**config.mk**
```make
export PLATFORM = sky130hd
export DESIGN_NAME = energy_accum_mode_channel_cfg
export DESIGN_NICKNAME = d
export VERILOG_FILES = /design/src/shared/energy_cfg_pkg.sv /design/src/hw/energy_accum_mode_channel_cfg.sv
export SDC_FILE = /design/constraint.sdc
export NUM_CORES = 1
export LEC_CHECK = 0
export ABC_AREA = 1
export BUFFER_PORTS_ARGS = -buffer_cell sky130_fd_sc_hd__buf_4
export CORE_AREA = 2 2 208 210
export DETAILED_ROUTE_END_ITERATION = 10
export DIE_AREA = 0 0 210 212
export PLACE_DENSITY_LB_ADDON = 0.1
export SYNTH_ARGS = -nofsm -noshare
export SYNTH_HDL_FRONTEND = slang
export SYNTH_SLANG_ARGS = --single-unit
```
**constraint.sdc**
```tcl
create_clock -name pclk -period 2.95 [get_ports pclk]
set_clock_uncertainty 0.2 [all_clocks]
set_input_delay 0.59 -clock pclk [delete_from_list [all_inputs] [get_ports pclk]]
set_output_delay 0.59 -clock pclk [all_outputs]
set_load 0.005 [all_outputs]
```
**src/shared/energy_cfg_pkg.sv**
```systemverilog
// Overview of operation
// indicator bit shows current input in use
// fault event on entry or exit, selectable
// reactive sign event direction is selectable
// active sign event direction is selectable
// reactive magnitude accumulation when bit set
// reactive negated while active power negative, when bit set
// active accumulates positive samples only when bit set
// active magnitude accumulation when bit set
// voltage gain codes 0..4 give 1..16
// current gain codes 0..4 give 1..16
// sign detect on filtered power or pulse
// software avoids unity current gain dual-input
// current input select: auto, first, second
// voltage short bit grounds voltage input
// current short bit grounds both inputs
// software keeps calibration top bits zero
// active sign change sets status flag
// fault mode change sets status flag
// reserved bits read zero, writes ignored
// indicator bit not software writable
`default_nettype none
package energy_cfg_pkg;
	// printed offsets are register indices; bus address is four times the index
	localparam logic [11:0] ACC_MODE_IDX     = 12'h00F;
	localparam logic [11:0] GAIN_CFG_IDX     = 12'h01B;
	localparam logic [11:0] CAL_CFG_IDX      = 12'h03D;
	localparam logic [11:0] EVT_STATUS_IDX   = 12'h03E;
	localparam logic [11:0] ACC_MODE_ADDR    = ACC_MODE_IDX << 2;
	localparam logic [11:0] GAIN_CFG_ADDR    = GAIN_CFG_IDX << 2;
	localparam logic [11:0] CAL_CFG_ADDR     = CAL_CFG_IDX << 2;
	localparam logic [11:0] EVT_STATUS_ADDR  = EVT_STATUS_IDX << 2;

	// accumulation mode fields
	localparam int ACC_IND_BIT        = 7;
	localparam int ACC_FAULT_SEL_BIT  = 6;
	localparam int ACC_RSIGN_SEL_BIT  = 5;
	localparam int ACC_ASIGN_SEL_BIT  = 4;
	localparam int ACC_RMAG_BIT       = 3;
	localparam int ACC_RSA_BIT        = 2;
	localparam int ACC_APOS_BIT       = 1;
	localparam int ACC_AMAG_BIT       = 0;
	localparam logic [7:0] ACC_MODE_WMASK = 8'h7F;

	// gain fields
	localparam int GAIN_V_LSB         = 5;
	localparam int GAIN_DETECT_BIT    = 3;
	localparam int GAIN_I_LSB         = 0;
	localparam logic [7:0] GAIN_CFG_WMASK = 8'hEF;
	localparam logic [2:0] GAIN_CODE_MAX  = 3'h4;

	// calibration fields
	localparam int CAL_SEL_LSB        = 4;
	localparam int CAL_VGND_BIT       = 3;
	localparam int CAL_IGND_BIT       = 2;
	localparam logic [7:0] CAL_CFG_WMASK  = 8'h3C;
	localparam logic [1:0] SEL_FIRST      = 2'h1;
	localparam logic [1:0] SEL_SECOND     = 2'h2;

	// event status bits, write one to clear
	localparam int EVT_ASIGN_BIT      = 0;
	localparam int EVT_RSIGN_BIT      = 1;
	localparam int EVT_FAULT_BIT      = 2;
	localparam logic [7:0] EVT_STATUS_MASK = 8'h07;

	localparam logic [7:0] ACC_MODE_RESET   = 8'h00;
	localparam logic [7:0] GAIN_CFG_RESET   = 8'h00;
	localparam logic [7:0] CAL_CFG_RESET    = 8'h00;
	localparam logic [7:0] EVT_STATUS_RESET = 8'h00;
endpackage
`default_nettype wire

```
**src/hw/energy_accum_mode_channel_cfg.sv**
```systemverilog
`default_nettype none
module energy_accum_mode_channel_cfg #(
	parameter int POWER_W  = 24,
	parameter int ENERGY_W = 32
) (
	input  wire logic                       pclk,
	input  wire logic                       presetn,
	input  wire logic                       ce,
	input  wire logic                       psel,
	input  wire logic                       penable,
	input  wire logic                       pwrite,
	input  wire logic [11:0]                paddr,
	input  wire logic [31:0]                pwdata,
	input  wire logic [3:0]                 pstrb,
	output logic                            pready,
	output logic [31:0]                     prdata,
	output logic                            pslverr,
	input  wire logic signed [POWER_W-1:0]  active_power,
	input  wire logic signed [POWER_W-1:0]  reactive_power,
	input  wire logic                       power_valid,
	input  wire logic                       frequency_pulse_output,
	input  wire logic                       fault_mode,
	input  wire logic                       tamper_prefers_second,
	output logic signed [POWER_W-1:0]       active_accum_sample,
	output logic signed [POWER_W-1:0]       reactive_accum_sample,
	output logic                            accum_sample_valid,
	output logic signed [ENERGY_W-1:0]      active_energy_reg,
	output logic signed [ENERGY_W-1:0]      reactive_energy_reg,
	output logic                            active_sign_event,
	output logic                            reactive_sign_event,
	output logic                            fault_event,
	output logic [2:0]                      voltage_gain_shift,
	output logic [2:0]                      current_gain_shift,
	output logic                            current_input_second,
	output logic                            voltage_input_ground,
	output logic                            current_inputs_ground
);
	logic [7:0] accumulation_mode_cfg;
	logic [7:0] channel_gain_cfg;
	logic [7:0] channel_calibration_cfg;
	logic [7:0] event_status;
	logic [6:0] mode_bits;

	logic       active_current_input_ind;
	logic       prev_active_neg;
	logic       prev_reactive_neg;
	logic       prev_fault_mode;

	logic       setup_phase;
	logic       access_phase;
	logic       wr_fire;
	logic       hit_acc;
	logic       hit_gain;
	logic       hit_cal;
	logic       hit_evt;
	logic       addr_mapped;
	logic [7:0] rd_byte;

	logic       fault_event_select;
	logic       reactive_sign_event_select;
	logic       active_sign_event_select;
	logic       reactive_magnitude_accum;
	logic       reactive_sign_aware_accum;
	logic       active_positive_only_accum;
	logic       active_magnitude_accum;
	logic [2:0] voltage_gain_code;
	logic [2:0] current_gain_code;
	logic       sign_detect_point;
	logic [1:0] current_input_select;

	logic       active_neg;
	logic       reactive_neg;
	logic       sign_strobe;
	logic       next_active_event;
	logic       next_reactive_event;
	logic       next_fault_event;
	logic       next_second;
	logic signed [POWER_W-1:0] next_active_sample;
	logic signed [POWER_W-1:0] next_reactive_sample;

	assign fault_event_select         = accumulation_mode_cfg[energy_cfg_pkg::ACC_FAULT_SEL_BIT];
	assign reactive_sign_event_select = accumulation_mode_cfg[energy_cfg_pkg::ACC_RSIGN_SEL_BIT];
	assign active_sign_event_select   = accumulation_mode_cfg[energy_cfg_pkg::ACC_ASIGN_SEL_BIT];
	assign reactive_magnitude_accum   = accumulation_mode_cfg[energy_cfg_pkg::ACC_RMAG_BIT];
	assign reactive_sign_aware_accum  = accumulation_mode_cfg[energy_cfg_pkg::ACC_RSA_BIT];
	assign active_positive_only_accum = accumulation_mode_cfg[energy_cfg_pkg::ACC_APOS_BIT];
	assign active_magnitude_accum     = accumulation_mode_cfg[energy_cfg_pkg::ACC_AMAG_BIT];
	assign voltage_gain_code = channel_gain_cfg[energy_cfg_pkg::GAIN_V_LSB +: 3];
	assign current_gain_code = channel_gain_cfg[energy_cfg_pkg::GAIN_I_LSB +: 3];
	assign sign_detect_point = channel_gain_cfg[energy_cfg_pkg::GAIN_DETECT_BIT];
	assign current_input_select = channel_calibration_cfg[energy_cfg_pkg::CAL_SEL_LSB +: 2];

	// ---------------- apb slave ----------------
	// zero wait states; frozen clock enable stalls the access phase
	assign pready       = ce;
	assign setup_phase  = psel && !penable;
	assign access_phase = psel && penable;

	always_comb begin
		hit_acc     = (paddr == energy_cfg_pkg::ACC_MODE_ADDR);
		hit_gain    = (paddr == energy_cfg_pkg::GAIN_CFG_ADDR);
		hit_cal     = (paddr == energy_cfg_pkg::CAL_CFG_ADDR);
		hit_evt     = (paddr == energy_cfg_pkg::EVT_STATUS_ADDR);
		addr_mapped = hit_acc || hit_gain || hit_cal || hit_evt;
	end

	assign wr_fire = ce && access_phase && pwrite && addr_mapped && pstrb[0];

	always_comb begin
		rd_byte = 8'h00;
		if (hit_acc) begin
			rd_byte = accumulation_mode_cfg;
		end else if (hit_gain) begin
			rd_byte = channel_gain_cfg;
		end else if (hit_cal) begin
			rd_byte = channel_calibration_cfg;
		end else if (hit_evt) begin
			rd_byte = event_status;
		end
	end

	// read data is captured in the setup cycle so prdata comes from a flop
	always_ff @(posedge pclk or negedge presetn) begin
		if (!presetn) begin
			prdata <= 32'h0000_0000;
		end else if (ce && setup_phase) begin
			prdata <= pwrite ? 32'h0000_0000 : {24'h00_0000, rd_byte};
		end
	end

	always_ff @(posedge pclk or negedge presetn) begin
		if (!presetn) begin
			pslverr <= 1'h0;
		end else if (ce) begin
			if (setup_phase) begin
				pslverr <= !addr_mapped;
			end else if (!psel) begin
				pslverr <= 1'h0;
			end
		end
	end

	// ---------------- configuration registers ----------------
	always_ff @(posedge pclk or negedge presetn) begin
		if (!presetn) begin
			mode_bits <= energy_cfg_pkg::ACC_MODE_RESET[6:0];
		end else if (ce && wr_fire && hit_acc) begin
			// indicator bit has no flop here, so a write can never reach it
			mode_bits <= pwdata[6:0] & energy_cfg_pkg::ACC_MODE_WMASK[6:0];
		end
	end

	// indicator is owned by the selection logic and sits above the writable bits
	always_comb begin
		accumulation_mode_cfg = {1'h0, mode_bits};
		accumulation_mode_cfg[energy_cfg_pkg::ACC_IND_BIT] = active_current_input_ind;
	end

	always_ff @(posedge pclk or negedge presetn) begin
		if (!presetn) begin
			channel_gain_cfg <= energy_cfg_pkg::GAIN_CFG_RESET;
		end else if (ce && wr_fire && hit_gain) begin
			channel_gain_cfg <= pwdata[7:0] & energy_cfg_pkg::GAIN_CFG_WMASK;
		end
	end

	// top bits are masked, so a careless write cannot upset the selection logic
	always_ff @(posedge pclk or negedge presetn) begin
		if (!presetn) begin
			channel_calibration_cfg <= energy_cfg_pkg::CAL_CFG_RESET;
		end else if (ce && wr_fire && hit_cal) begin
			channel_calibration_cfg <= pwdata[7:0] & energy_cfg_pkg::CAL_CFG_WMASK;
		end
	end

	// ---------------- channel controls ----------------
	always_comb begin
		unique case (current_input_select)
			energy_cfg_pkg::SEL_FIRST:  next_second = 1'h0;
			energy_cfg_pkg::SEL_SECOND: next_second = 1'h1;
			default:                    next_second = tamper_prefers_second;
		endcase
	end

	always_ff @(posedge pclk or negedge presetn) begin
		if (!presetn) begin
			active_current_input_ind <= 1'h0;
		end else if (ce) begin
			active_current_input_ind <= next_second;
		end
	end

	assign current_input_second = active_current_input_ind;

	always_ff @(posedge pclk or negedge presetn) begin
		if (!presetn) begin
			voltage_input_ground <= 1'h0;
		end else if (ce) begin
			voltage_input_ground <= channel_calibration_cfg[energy_cfg_pkg::CAL_VGND_BIT];
		end
	end

	always_ff @(posedge pclk or negedge presetn) begin
		if (!presetn) begin
			current_inputs_ground <= 1'h0;
		end else if (ce) begin
			current_inputs_ground <= channel_calibration_cfg[energy_cfg_pkg::CAL_IGND_BIT];
		end
	end

	// reserved gain codes clamp to the largest gain rather than wrapping
	always_ff @(posedge pclk or negedge presetn) begin
		if (!presetn) begin
			voltage_gain_shift <= 3'h0;
		end else if (ce) begin
			voltage_gain_shift <= (voltage_gain_code > energy_cfg_pkg::GAIN_CODE_MAX) ?
				energy_cfg_pkg::GAIN_CODE_MAX : voltage_gain_code;
		end
	end

	// unity gain is allowed here; dual-input overrange is left to software
	always_ff @(posedge pclk or negedge presetn) begin
		if (!presetn) begin
			current_gain_shift <= 3'h0;
		end else if (ce) begin
			current_gain_shift <= (current_gain_code > energy_cfg_pkg::GAIN_CODE_MAX) ?
				energy_cfg_pkg::GAIN_CODE_MAX : current_gain_code;
		end
	end

	// ---------------- accumulation conditioning ----------------
	assign active_neg   = active_power[POWER_W-1];
	assign reactive_neg = reactive_power[POWER_W-1];

	// magnitude of the most negative code wraps; inputs stay inside full scale
	always_comb begin
		next_active_sample = active_power;
		if (active_magnitude_accum) begin
			next_active_sample = active_neg ? -active_power : active_power;
		end else if (active_positive_only_accum) begin
			next_active_sample = active_neg ? '0 : active_power;
		end
	end

	always_comb begin
		next_reactive_sample = reactive_power;
		if (reactive_magnitude_accum) begin
			next_reactive_sample = reactive_neg ? -reactive_power : reactive_power;
		end else if (reactive_sign_aware_accum) begin
			next_reactive_sample = active_neg ? -reactive_power : reactive_power;
		end
	end

	always_ff @(posedge pclk or negedge presetn) begin
		if (!presetn) begin
			active_accum_sample   <= '0;
			reactive_accum_sample <= '0;
			accum_sample_valid    <= 1'h0;
		end else if (ce) begin
			accum_sample_valid <= power_valid;
			if (power_valid) begin
				active_accum_sample   <= next_active_sample;
				reactive_accum_sample <= next_reactive_sample;
			end
		end
	end

	// energy registers wrap on overflow
	always_ff @(posedge pclk or negedge presetn) begin
		if (!presetn) begin
			active_energy_reg   <= '0;
			reactive_energy_reg <= '0;
		end else if (ce && power_valid) begin
			active_energy_reg   <= active_energy_reg +
				ENERGY_W'(next_active_sample);
			reactive_energy_reg <= reactive_energy_reg +
				ENERGY_W'(next_reactive_sample);
		end
	end

	// ---------------- sign and fault events ----------------
	assign sign_strobe = sign_detect_point ? frequency_pulse_output : power_valid;

	always_comb begin
		next_active_event   = 1'h0;
		next_reactive_event = 1'h0;
		if (sign_strobe) begin
			next_active_event = active_sign_event_select ?
				(prev_active_neg && !active_neg) : (!prev_active_neg && active_neg);
			next_reactive_event = reactive_sign_event_select ?
				(prev_reactive_neg && !reactive_neg) : (!prev_reactive_neg && reactive_neg);
		end
		next_fault_event = fault_event_select ?
			(prev_fault_mode && !fault_mode) : (!prev_fault_mode && fault_mode);
	end

	always_ff @(posedge pclk or negedge presetn) begin
		if (!presetn) begin
			prev_active_neg   <= 1'h0;
			prev_reactive_neg <= 1'h0;
		end else if (ce && sign_strobe) begin
			prev_active_neg   <= active_neg;
			prev_reactive_neg <= reactive_neg;
		end
	end

	always_ff @(posedge pclk or negedge presetn) begin
		if (!presetn) begin
			prev_fault_mode <= 1'h0;
		end else if (ce) begin
			prev_fault_mode <= fault_mode;
		end
	end

	always_ff @(posedge pclk or negedge presetn) begin
		if (!presetn) begin
			active_sign_event   <= 1'h0;
			reactive_sign_event <= 1'h0;
		end else if (ce) begin
			active_sign_event   <= next_active_event;
			reactive_sign_event <= next_reactive_event;
		end
	end

	always_ff @(posedge pclk or negedge presetn) begin
		if (!presetn) begin
			fault_event <= 1'h0;
		end else if (ce) begin
			fault_event <= next_fault_event;
		end
	end

	// sticky flags; a new event beats a clear in the same cycle
	always_ff @(posedge pclk or negedge presetn) begin
		if (!presetn) begin
			event_status <= energy_cfg_pkg::EVT_STATUS_RESET;
		end else if (ce) begin
			if (wr_fire && hit_evt) begin
				event_status <= event_status & ~(pwdata[7:0] & energy_cfg_pkg::EVT_STATUS_MASK);
			end
			if (next_active_event) begin
				event_status[energy_cfg_pkg::EVT_ASIGN_BIT] <= 1'h1;
			end
			if (next_reactive_event) begin
				event_status[energy_cfg_pkg::EVT_RSIGN_BIT] <= 1'h1;
			end
			if (next_fault_event) begin
				event_status[energy_cfg_pkg::EVT_FAULT_BIT] <= 1'h1;
			end
		end
	end
endmodule
`default_nettype wire

```
==> metrics list, run 1 <==
* Outcome: finished, violations left
* Violations in the final reports: setup timing
- IR analysis of the VDD net gives a maximum drop of between 0.0004 and 0.0005 V.
- Count of flip-flops with a built-in enable after synthesis: 0
- Number of instances in the synthesized netlist: about 2000
- Of the total synthesized cell area, the portion taken by XOR and XNOR cells is 0.0245.
- The worst setup path is captured at a register.
* Leak Pwr: around 11 nW
- For the worst setup path, the data arrival time is 3.36 ns.
* Wire length after detailed routing: approximately 48000 um
- Routed length per placed instance: approximately 15 um
- For this run, design rule violations remaining after detail routing come to 0.
- TritonCTS clock tree: built
* Critical path class: input pin to register
- In the global route stage, overall resource usage came out at 0.216.
- Input and output buffers added on the ports amount to around 210.
- Post-route fraction of the period consumed by the critical path: 1.07
- Height of the die: between 200 and 250 um
- The worst path in the final design needs a cycle of 3.17 ns, including I/O delays and setup.
- Clock-pin slew was measured on the worst setup and hold paths at about 0.080 ns.
* Hold-critical path depth: 2
- Of all flip-flops after synthesis, the portion carrying an async set or reset was 1.00.
- After floorplanning, the core was divided into 76 placement rows.
- Number of sinks driven by the clock tree: 158
- Met3 routed WL: 2120 um
- Main area contributors after synthesis: sky130_fd_sc_hd__dfrtp_1 32%, sky130_fd_sc_hd__nand2_1 24%, sky130_fd_sc_hd__inv_1 7.9%, sky130_fd_sc_hd__ha_1 6.7%, sky130_fd_sc_hd__nand3_1 5.5%
* Highest signal layer in the routed design: met5
- Final hold violation count: 0
- Effective utilization at floorplan: 0.294
- CP startpoint kind: input pin
- Wire length of the first global-routing pass: 73900 um
- Number of DRC markers after the initial detailed-route iteration: 660
- The total overflow left after global routing is 0.
- Via-per-instance ratio: 4.54
- In this run the mean area of a mapped cell was between 6 and 7 um2.
- Entering global routing, the biggest net connects 119 pins.
* Sequential element share of the synthesized area: 0.316
- Post-synthesis compound-gate area fraction: 0.0843
- In the synthesized netlist the dominant register cell turns out to be sky130_fd_sc_hd__dfrtp_1.
- around 270 I/O pins were placed.
- In this run the worst path has a maximum fanout of 5.
- The detailed router placed around 14000 vias in this run.
- Type of the most critical hold path: input pin to register
- For the worst-skew pair, the clock arrives at the later sink with an insertion delay of about 0.50 ns.
* Met1 Routed Length: around 21000 um
- Reg2reg setup slack: -0.06 ns
- Post-synthesis cell type count: 48
* Cell type with the largest total area after synthesis: sky130_fd_sc_hd__dfrtp_1
* Fraction of layout cells with a size suffix above 1: 0.418
- In this run the most critical hold path is launched from pwdata[7].
- Worst slew margin relative to its limit: 0.630
- For the worst setup path, the data required time is approximately 3.1 ns.
* Post-layout power: about 16 mW
- The floorplan step defined a core boundary enclosing 0.0425 mm2.
* Leading cell type by number of instances after synthesis: sky130_fd_sc_hd__nand2_1
- Summed over all nets, wire length on met2 after detailed routing comes to roughly 23000 um.
- The path with the worst hold slack has its endpoint at channel_gain_cfg[7]$_DFFE_PN0P_.
- Relative to the synthesized area, the layout overhead comes to 64.5%.
- Hold slack final: 0.110 ns
* Achievable frequency: ~0.32 GHz
- The clock tree synthesis step divided the H-tree into 4 levels.
* Width of the chip: roughly 210 um
- The number of antenna diodes in the final layout is 0.
- Synthesis-stage register bit count: between 150 and 200
* Total clock buffers created by CTS: 17
* Setup Viol. Count Final: 12
- Power density relative to cell area: a little under 800 mW/mm2
- Number of pins exceeding their max-slew limit in the final report: 0
- The tree is rooted in a sky130_fd_sc_hd__clkbuf_16.
- Combinational family with the most area after synthesis: simple AND/OR/NAND/NOR gates
- The die covers around 0.045 mm2.
- Vias in the first global route: 13800
* Least-Margin Pin Slew: approximately 0.55 ns
- Reg-to-Reg End: reactive_energy_reg[27]$_DFFE_PN0P_
- Area share of the largest cell type after synthesis: 0.316
- The clock passes through at most 2 buffers.
- Summed instance area of the synthesized netlist: about 0.013 mm2
* Synth Area in Adders: 0.0702
- Launch instance of the worst register-to-register path: mode_bits[3]$_DFFE_PN0P_
- Of the total synthesized cell area, the portion taken by AND, OR, NAND and NOR gates is 0.394.
* Gp weighted congestion: around 0.90
- The number of antenna violations at the first check in global routing is 1.
- During synthesis, Yosys emitted a total of 0 warnings.
- After layout, the worst setup slack is -0.219 ns.
- Estimated wirelength of the detail-placed design: 37100 um
* Worst reg2reg path depth: 19
- Final net count: 2740
- Antenna-violating nets left: 0
- Number of search-and-repair iterations in the first detailed-routing pass: 5
- RSZ-0062 raised after global routing: yes
- Multiplexer share of the synthesized area: 0.00180
* Ranking of synthesized cells by instance count: 791 x sky130_fd_sc_hd__nand2_1, 262 x sky130_fd_sc_hd__inv_1, 158 x sky130_fd_sc_hd__dfrtp_1
- Maximum capacitance violations: 0
cell families (layout without fill, tap and decap cells):
logic type,count (synthesis),in the layout
and+or+nand+nor,1179,1179
muxes,2,2
xor gates and xnor gates,35,35
other,1,24
buffers and inverters,331,920
adders and majority gates,69,69
DFF,158,158
AOI/OAI and AO/OA,191,191
worst max path at each step:
stage	start	to	slack, ns	cells past startpoint
final	reactive_power[7]	reactive_energy_reg[31]$_DFFE_PN0P_	-0.22	22
after global routing	reactive_power[7]	reactive_energy_reg[29]$_DFFE_PN0P_	-0.49	21
after CTS	reactive_power[7]	reactive_energy_reg[31]$_DFFE_PN0P_	-0.18	22
after detailed placement	reactive_power[8]	reactive_energy_reg[31]$_DFFE_PN0P_	-0.95	22
after global placement	reactive_power[8]	reactive_energy_reg[31]$_DFFE_PN0P_	-0.88	21
after floorplan	reactive_power[8]	reactive_energy_reg[31]$_DFFE_PN0P_	-0.50	20
report_power, final:
part	switching [mW]	leakage [nW]	total, mW	internal, mW
combinational	5.23	8.47	10.4	5.16
clock	1.12	0.298	2.40	1.28
sequential	0.715	1.99	3.39	2.68
metal layers:
layer / global-route usage / up-vias
li1: - / 7332
met2: 0.370 / 236
met5: 0 / -
met4: 0.0692 / 2
met3: 0.0482 / 45
met1: 0.270 / 6571
per-stage QoR:
step / std cells / utilization / TNS [ns] / setup WS, ns / area (um2)
6_report: 3124 / 0.484 / -1.47 / -0.219 / 20600
5_1_grt: 3124 / 0.484 / -5.83 / -0.488 / 20600
4_1_cts: 3102 / 0.448 / -1.14 / -0.180 / 19100
3_5_place_dp: 3030 / 0.406 / -28.34 / -0.949 / 17300
3_3_place_gp: 3030 / 0.406 / -27.34 / -0.881 / 17300
2_1_floorplan: 1989 / - / -3.72 / -0.497 / 12600
what timing repair did:
item / 4_1_cts / 5_1_grt
endpoints found under the hold margin: 45 / 0
gates cloned: 2 / 0
setup buffers: 38 / 26
gates resized for setup: 201 / 324
pin swaps: 82 / 132
hold buffers: 1 / 0
setup endpoints to repair: 45 / 51
worst max-delay path, cell delays in order:
cell and delay, ns:
sky130_fd_sc_hd__buf_6 0.09, sky130_fd_sc_hd__nor2_2 0.09, sky130_fd_sc_hd__nand2_1 0.06, sky130_fd_sc_hd__or2_1 0.24
sky130_fd_sc_hd__nor2_2 0.14, sky130_fd_sc_hd__nand3_2 0.11, sky130_fd_sc_hd__nor4_2 0.16, sky130_fd_sc_hd__ha_1 0.27
sky130_fd_sc_hd__o211ai_1 0.19, sky130_fd_sc_hd__nor2b_4 0.23, sky130_fd_sc_hd__buf_12 0.15, sky130_fd_sc_hd__buf_6 0.10
sky130_fd_sc_hd__ha_4 0.19, sky130_fd_sc_hd__nand2_4 0.09, sky130_fd_sc_hd__nor3_4 0.16, sky130_fd_sc_hd__nand2_2 0.08
sky130_fd_sc_hd__nor2_1 0.10, sky130_fd_sc_hd__nand2_1 0.07, sky130_fd_sc_hd__nand2_1 0.06, sky130_fd_sc_hd__nand2_1 0.05
sky130_fd_sc_hd__nand3_1 0.07, sky130_fd_sc_hd__nand2_1 0.05
area by class of cell:
cell class | instances | area, um2
well taps | 546 | 683
fillers | 4299 | 21900
clock inverters | 14 | 176
multi-input cells | 1500 | 9410
inverters | 271 | 1040
flip-flops and latches | 158 | 3950
repair inverters | 1 | 7.51
repair buffers | 616 | 4860
clock buffers | 18 | 429
layout by cell type (no fill, tap or decap), drive strengths merged, types with 2 or more instances in the layout:
master   netlist  layout
o2111ai        2       2
nor4           4       4
inv          269     276
nand2        799     799
mux2           2       2
clkinv         2       7
xor2          15      15
clkbuf        19      18
and2           4       4
xnor2         20      20
a22o           2       2
o21ai        113     113
a21oi         52      52
or2            6       6
ha            67      67
o211ai         4       4
dfrtp        158     158
nand4         21      21
buf           41     615
nor2         161     161
conb           1      24
fa             2       2
bufinv         0       2
nand3        141     141
nor3          30      30
a21o           2       2
nand3b        12      12
o21bai        13      13
Note: power is estimated with default switching activity, not from simulation.
==> inputs of run 2 (changes only) <==
--- a/config.mk
+++ b/config.mk
@@ -7,9 +7,9 @@
 export LEC_CHECK = 0
 export ABC_AREA = 1
 export BUFFER_PORTS_ARGS = -buffer_cell sky130_fd_sc_hd__buf_4
-export CORE_AREA = 2 2 208 210
+export CORE_AREA = 3 3 209 211
 export DETAILED_ROUTE_END_ITERATION = 10
-export DIE_AREA = 0 0 210 212
+export DIE_AREA = 0 0 212 214
 export PLACE_DENSITY_LB_ADDON = 0.1
 export SYNTH_ARGS = -nofsm -noshare
 export SYNTH_HDL_FRONTEND = slang
==> run 2 against run 1 <==
Against the previous run: the run still ends with setup timing left; via count about the same; hold slack improved by 0.015 ns; critical path depth decreased by 1; final area decreased by 2.3%; highest routed layer is now met4.
==> metrics list, run 2 (synthesis results as in run 1) <==
* Outcome: finished, violations left
- Violations in the final reports: setup timing
* Design internal power: 8.65 mW (-5.1%)
* Placed cell count: 3019 (-0.36%)
- The via count of the routed design came to 14200 (-0.042%).
* Maximum capacitance violations: 0 (unchanged)
- Total clock buffers created by CTS: 17 (unchanged)
* Setup Viol. Count Final: 8 (-4)
* Power density relative to cell area: 767 mW/mm2 (-2.4%)
- The number of placed I/O pins was 265 (unchanged).
- Critical path class: input pin to register
- Antenna-violating nets left: 0 (unchanged)
- The arrival time of the worst setup path was 3.32 ns (-0.04 ns).
- Via-per-instance ratio: 4.57 (+0.73%)
- The upper clock frequency limit is 0.317 GHz (+0.43%).
* Post-detailed-route DRC marker count: 0 (unchanged)
- The number of placement rows came to 75 (-1.3%).
* Part of the power in the clock network: 0.136 (-0.012)
- The transition time at the pin with the least slew margin was 0.646 ns (+0.0929 ns).
- The fraction of final layout cells sized beyond drive strength 1 is 0.404 (-0.0135).
- In the layout the commonest cells are 673 x sky130_fd_sc_hd__nand2_1, 578 x sky130_fd_sc_hd__buf_4, 237 x sky130_fd_sc_hd__inv_1.
- Total die area: 0.0454 mm2 (+1.9%)
- Reg2reg setup slack: 0 ns (+0.06 ns)
- I/O Buffers: 213 (unchanged)
- The root buffer cell chosen for the clock tree is sky130_fd_sc_hd__clkbuf_16.
- The smallest setup slack after layout is -0.205 ns (+0.0135 ns).
- STA classifies the critical path endpoint as a register.
- Core outline area: 0.0419 mm2 (-1.3%)
* Total congestion overflow after global routing: 0 (unchanged)
* Highest fanout seen on the critical path: 8 (+3)
- The number of pins with negative max-slew slack in the final report came to 0 (unchanged).
* Clock latency of the later-clocked register in the worst-skew pair: 0.49 ns (about the same)
* Width of the chip: 212 um (+0.95%)
- The via count of the first global-routing pass is 13700 (-0.73%).
- The largest net degree at the start of global routing is 83 (-30%).
- The library cell used most frequently in the layout, excluding fill and tap cells, is sky130_fd_sc_hd__nand2_1.
- Final hold violation count: 0 (unchanged)
- Final net count: 2725 (-0.55%)
* Area of combinational cells with multiple inputs: 0.00923 mm2 (-1.9%)
- Post-route minimum period: 3.16 ns (-0.0135 ns)
* Total global-route track usage: 0.205 (-0.0108)
* TritonCTS clock tree: built
- The fraction of power spent switching nets is 0.439 (+0.00253).
* RSZ-0062 raised after global routing: yes
* Wire length of the first global-routing pass: 73200 um (-1.0%)
* Required time of the critical path: 3.12 ns (-0.02 ns)
- Type of the most critical hold path: input pin to register
- Sequential fraction of design power: 0.220 (+0.010)
* Gp weighted congestion: 0.893 (-0.38%)
* Height of the die: 214 um (+0.94%)
* Combinational share of power: 0.644 (+0.002)
* Number of H-tree levels: 4 (unchanged)
- Clock Pin Slew Worst Setup and Hold Paths: 0.06 ns (-0.02 ns)
* Estimated wirelength of the detail-placed design: 37200 um (+0.48%)
- Worst slew margin relative to its limit: 0.569 (-0.0610)
- Wire length after detailed routing: 47100 um (-1.0%)
- The clock sink total is 158 (unchanged).
- The static power due to leakage was 10.5 nW (-2.4%).
* Setup TNS: -1.23 ns (+0.241 ns)
- Number of DRC markers after the initial detailed-route iteration: 603 (-8.6%)
- Number of search-and-repair iterations in the first detailed-routing pass: 5 (unchanged)
* Post-route fraction of the period consumed by the critical path: 1.07 (-0.00456)
- The non-filler instance count after layout came to 3100 (-0.77%).
* Count of fill cells added during filler insertion: 4289 (-0.23%)
- Switching power summed over all nets: 6.77 mW (-4.1%)
- Routed length per placed instance: 15.2 um (-0.27%)
- Worst vdd rail ir drop: 0.000449 V (-6.0%)
* Sequential cell area: 0.00395 mm2 (unchanged)
* Antenna violations before repair: 1 (unchanged)
- Post-layout power: 15.4 mW (-4.7%)
- Synthesis-to-layout area growth: 60.7%
- CP startpoint kind: input pin
- The worst-case clock buffer depth is 2 (unchanged).
- Effective utilization at floorplan: 0.298 (+0.00392)
==> run 2: changes by cell type in the layout (fill, tap and decap cells not counted), sizes merged <==
cell / previous run / this run
buf: 615 / 601
bufinv: 2 / 0
clkinv: 7 / 6
clkinvlp: 1 / 4
diode: 0 / 1
inv: 276 / 272
==> run 2: stage by stage <==
step | utilization | area, um2 | worst slack, ns | hold WS, ns
detailed placement | 0.410 | 17200 | -0.993 | 0.263
floorplan | - | 12600 | -0.497 | 0.0944
global route | 0.479 | 20100 | -0.454 | 0.0979
global placement | 0.410 | 17200 | -0.941 | 0.258
CTS | 0.437 | 18300 | -0.164 | 0.0773
finish | 0.479 | 20100 | -0.205 | 0.125
==> run 2: path summary, 6_finish.rpt <==
path                                                   from                                endpoint  depth (start not counted)
worst max register to register     mode_bits[2]$_DFFE_PN0P_     reactive_energy_reg[27]$_DFFE_PN0P_                         20
worst min register to register  event_status[1]$_DFFE_PN0P_             event_status[1]$_DFFE_PN0P_                          2
worst min-delay path                              pwdata[7]         channel_gain_cfg[7]$_DFFE_PN0P_                          2
min in group asynchronous                           presetn      active_accum_sample[8]$_DFFE_PN0P_                          2
worst max-delay path                      reactive_power[8]     reactive_energy_reg[29]$_DFFE_PN0P_                         21
max in group asynchronous                           presetn  channel_calibration_cfg[4]$_DFFE_PN0P_                          3
==> run 2: worst max-delay path, stage by stage <==
cell	delay, ns
sky130_fd_sc_hd__buf_6	0.10
sky130_fd_sc_hd__nor2_4	0.09
sky130_fd_sc_hd__nand2_2	0.06
sky130_fd_sc_hd__or2_4	0.24
sky130_fd_sc_hd__nor2_4	0.10
sky130_fd_sc_hd__nand3_2	0.09
sky130_fd_sc_hd__nor4_2	0.17
sky130_fd_sc_hd__ha_1	0.27
sky130_fd_sc_hd__o211ai_1	0.21
sky130_fd_sc_hd__nor2b_4	0.20
sky130_fd_sc_hd__buf_12	0.15
sky130_fd_sc_hd__buf_4	0.12
sky130_fd_sc_hd__ha_4	0.21
sky130_fd_sc_hd__inv_1	0.10
sky130_fd_sc_hd__o21bai_2	0.10
sky130_fd_sc_hd__nor2_1	0.11
sky130_fd_sc_hd__nand2_1	0.07
sky130_fd_sc_hd__a21oi_2	0.12
sky130_fd_sc_hd__nand3_1	0.08
sky130_fd_sc_hd__nand3_1	0.08
sky130_fd_sc_hd__nand2_1	0.06
==> run 2: metal layers <==
layer,global-route usage,part of all wire,vias up
met5,0,0,-
met2,0.338,0.48,220
li1,-,-,7323
met3,0.0441,0.041,47
met4,0.0654,0.020,0
met1,0.268,0.46,6590
==> run 2: what timing repair did <==
item                                    in CTS  in global routing
hold buffers                                 1                  0
pin swaps                                   34                124
gates resized for setup                    115                355
setup buffers                               15                 37
hold endpoints to repair                    38                  0
endpoints found under the setup margin      40                 49
==> run 2: layout make-up <==
type | count | area share
Multi-Input combinational cell | 1500 | 0.459
Timing Repair Buffer | 602 | 0.232
Sequential cell | 158 | 0.197
Inverter | 271 | 0.0521
Tap cell | 539 | 0.0336
Clock buffer | 18 | 0.0214
Clock inverter | 11 | 0.00436
Antenna cell | 1 | 0.000125
==> run 2: power groups by stage <==
stage | sequential, mW | clock (mW) | combinational (mW)
floorplan | 3.14 | 0 | 4.10
global placement | 3.30 | 0 | 7.95
detailed placement | 3.31 | 0 | 7.96
CTS | 3.32 | 2.19 | 8.49
global route | 3.48 | 2.26 | 11.0
finish | 3.39 | 2.09 | 9.94
==> inputs of run 3 (changes only) <==
--- a/config.mk
+++ b/config.mk
@@ -7,9 +7,10 @@
 export LEC_CHECK = 0
 export ABC_AREA = 1
 export BUFFER_PORTS_ARGS = -buffer_cell sky130_fd_sc_hd__buf_4
-export CORE_AREA = 3 3 209 211
+export CORE_AREA = 2 2 208 210
+export CTS_BUF_LIST = sky130_fd_sc_hd__clkbuf_8
 export DETAILED_ROUTE_END_ITERATION = 10
-export DIE_AREA = 0 0 212 214
+export DIE_AREA = 0 0 210 212
 export PLACE_DENSITY_LB_ADDON = 0.1
 export SYNTH_ARGS = -nofsm -noshare
 export SYNTH_HDL_FRONTEND = slang
==> run 3 against run 2 <==
Against the previous run: the run still ends with setup timing left; cell count increased by 0.16%; first-iteration DRC count increased by 3.5%; clock power decreased by 12%; final area decreased by 0.32%; core utilization decreased by 0.78 points; largest cell class unchanged; die area decreased by 1.9%; hold slack got worse by 0.059 ns; highest routed layer is now met5; sequential share of layout area increased by 0.064 points; wire length increased by 1.0%.
==> metrics list, run 3 (synthesis results as in run 1) <==
- The number of inserted diodes is 0 (-1).
* Critical path endpoint category: register
* Number of pins exceeding their max-slew limit in the final report: 0 (unchanged)
- The run finished, with violations left.
- Violations in the final reports: setup timing
- The first-pass iteration count of the detailed router is 5 (unchanged).
* Via-per-instance ratio: 4.53 (-0.90%)
- The number of placed I/O pins was 265 (unchanged).
- Height of the die: 212 um (-0.93%)
- Vias in the first global route: 13600 (-0.82%)
- The global placement routability congestion was 0.897 (+0.38%).
* Highest fanout seen on the critical path: 5 (-3)
- Least-Margin Pin Slew: 0.530 ns (-0.116 ns)
- Setup Viol. Count Final: 11 (+3)
- Maximum capacitance violations: 0 (unchanged)
- The cell sitting at the root of the clock tree is a sky130_fd_sc_hd__clkbuf_8.
- Type of the most critical hold path: input pin to register
- The library cell used most frequently in the layout, excluding fill and tap cells, is sky130_fd_sc_hd__nand2_1.
* I/O Buffers: 213 (unchanged)
- Worst slew margin relative to its limit: 0.646 (+0.0767)
* Std cell rows: 76 (+1.3%)
* Power density relative to cell area: 763 mW/mm2 (-0.61%)
* Final Util: 0.471 (-0.00783)
- Core outline area: 0.0425 mm2 (+1.3%)
- Total congestion overflow after global routing: 0 (unchanged)
* Critical path class: input pin to register
* Antenna-violating nets left: 0 (unchanged)
- Number of sinks driven by the clock tree: 158 (unchanged)
- The total half-perimeter wirelength after legalization and detailed placement is 37100 um (-0.48%).
- The upper clock frequency limit is 0.327 GHz (+3.1%).
- The number of antenna violations at the first check in global routing is 1 (unchanged).
- Total global-route track usage: 0.214 (+0.00921)
- Worst reg2reg path depth: 20 (unchanged)
* Final hold violation count: 0 (unchanged)
* Clock Pin Slew Worst Setup and Hold Paths: 0.10 ns (+0.04 ns)
* Count of fill cells added during filler insertion: 4334 (+1.0%)
- Clock latency of the later-clocked register in the worst-skew pair: 0.57 ns (+0.08 ns)
- Final net count: 2721 (-0.15%)
- The first-iteration detailed-routing DRC count came to 624 (+3.5%).
- Post-route fraction of the period consumed by the critical path: 1.04 (-0.0324)
- The maximum ir drop on the vdd rail was 0.000439 V (-2.3%).
* CP startpoint kind: input pin
- The fraction of final layout cells sized beyond drive strength 1 is 0.409 (+0.00485).
* Slack of the critical path: -0.110 ns (+0.0955 ns)
- The per-cell routed wire length is 15.3 um (+0.85%).
* Startpoint of the worst setup timing path: reactive_power[0]
* Post-route minimum period: 3.06 ns (-0.0955 ns)
- Following the worst setup path forward leads to its endpoint at reactive_energy_reg[26]$_DFFE_PN0P_.
- The static power due to leakage was 10.5 nW (-0.34%).
- Wire length of the first global-routing pass: 73300 um (+0.12%)
* Slowest-stage cell, CP: sky130_fd_sc_hd__ha_1
- Synthesis-to-layout area growth: 60.1%
- The signal on the critical path passes through buf_6, inv_2, nand3_2, nor2_4, nand2_2, nor2_4, nand3_2, nor4_2, ha_1, o211ai_1, nor2b_4, buf_12, ha_4, a21oi_2, nand2_2, o21bai_1, nor2_1, nand3_1, nand3_1, nand2_1.
* Clock Tree Buf Depth: 2 (unchanged)
- The total length of routed wires was 47600 um (+1.0%).
- The register-to-register setup slack came to -0.02 ns (-0.02 ns).
* Total clock buffers created by CTS: 17 (unchanged)
- The die area is 0.0445 mm2 (-1.9%).
* Delay contributed by the slowest stage of the critical path: 0.27 ns (about the same)
* RSZ-0062 raised after global routing: yes
* Required time of the critical path: 3.22 ns (+0.10 ns)
- The residual DRC count is 0 (unchanged).
- Effective utilization at floorplan: 0.294 (-0.00392)
- The via count of the routed design is 14100 (-0.74%).
- Largest net degree at the start of global routing: 119 (+43%)
* Launch instance of the worst register-to-register path: mode_bits[3]$_DFFE_PN0P_
- TritonCTS clock tree: built
* Width of the chip: 210 um (-0.94%)
- Number of H-tree levels: 4 (unchanged)
* Hold slack final: 0.0659 ns (-0.0595 ns)
- The worst register-to-register path ends at reactive_energy_reg[30]$_DFFE_PN0P_.
* Arrival time of the worst setup path: 3.33 ns (about the same)
- In the layout the commonest cells are 665 x sky130_fd_sc_hd__nand2_1, 567 x sky130_fd_sc_hd__buf_4, 232 x sky130_fd_sc_hd__inv_1.
run 3: final cells by class:
class | count | area, um2 | area share
multi-input cells | 1500 | 9270 | 0.463
well taps | 546 | 683 | 0.0341
flip-flops and latches | 158 | 3950 | 0.197
repair inverters | 1 | 7.51 | 0.000375
clock inverters | 15 | 180 | 0.00900
clock buffers | 17 | 234 | 0.0117
inverters | 271 | 1040 | 0.0517
repair buffers | 597 | 4670 | 0.233
run 3: worst min path at each step:
stage | startpoint | slack (ns) | end | cells after the start
after floorplan | presetn | 0.09 | accum_sample_valid$_DFFE_PN0P_ | 0
after global placement | accum_sample_valid$_DFFE_PN0P_ | 0.26 | accum_sample_valid$_DFFE_PN0P_ | 2
after detailed placement | reactive_accum_sample[2]$_DFFE_PN0P_ | 0.27 | reactive_accum_sample[2]$_DFFE_PN0P_ | 2
after global routing | fault_mode | 0.02 | prev_fault_mode$_DFFE_PN0P_ | 3
final | fault_mode | 0.07 | prev_fault_mode$_DFFE_PN0P_ | 3
after CTS | fault_mode | 0.01 | prev_fault_mode$_DFFE_PN0P_ | 3
run 3: per-stage QoR:
| step | power (mW) | setup slack [ns] | cells | cell area (um2) | TNS [ns] |
|---|---|---|---|---|---|
| 5_1_grt | 16.6 | -0.346 | 3105 | 20000 | -4.54 |
| 3_5_place_dp | 11.4 | -0.949 | 3030 | 17300 | -28.34 |
| 4_1_cts | 14.0 | -0.0895 | 3089 | 18600 | -0.520 |
| 2_1_floorplan | 7.24 | -0.497 | 1989 | 12600 | -3.72 |
| 3_3_place_gp | 11.3 | -0.881 | 3030 | 17300 | -27.34 |
| 6_report | 15.3 | -0.110 | 3105 | 20000 | -0.610 |
run 3: critical path, delay by kind of cell:
family | cells | cell delay, ns
AO/OA/AOI/OAI | 3 | 0.53
adder cells (fa/ha/maj) | 2 | 0.49
AND/OR/NAND/NOR | 12 | 1.40
buffers and inverters | 3 | 0.30
run 3: power by group:
part           leakage (nW)  internal, mW  switching (mW)
sequential             1.99          2.67           0.735
clock                 0.215         0.783            1.05
combinational          8.26          4.96            5.07
total                  10.5          8.42            6.86
run 3: repair_timing:
| action | 4_1_cts | 5_1_grt |
|---|---|---|
| endpoints found under the hold margin | 46 | 0 |
| hold buffers | 2 | 0 |
| setup buffers | 23 | 21 |
| gates resized for setup | 141 | 343 |
| pin swaps | 44 | 110 |
| setup endpoints to repair | 46 | 50 |
| gates cloned | 2 | 0 |
run 3: metal layers:
| layer | vias to the layer above | routed length [um] | GRT usage |
|---|---|---|---|
| met3 | 50 | 2170 | 0.0498 |
| met1 | 6477 | 21300 | 0.270 |
| li1 | 7287 | - | - |
| met2 | 259 | 23000 | 0.365 |
| met5 | - | 12 | 0 |
| met4 | 2 | 1070 | 0.0643 |
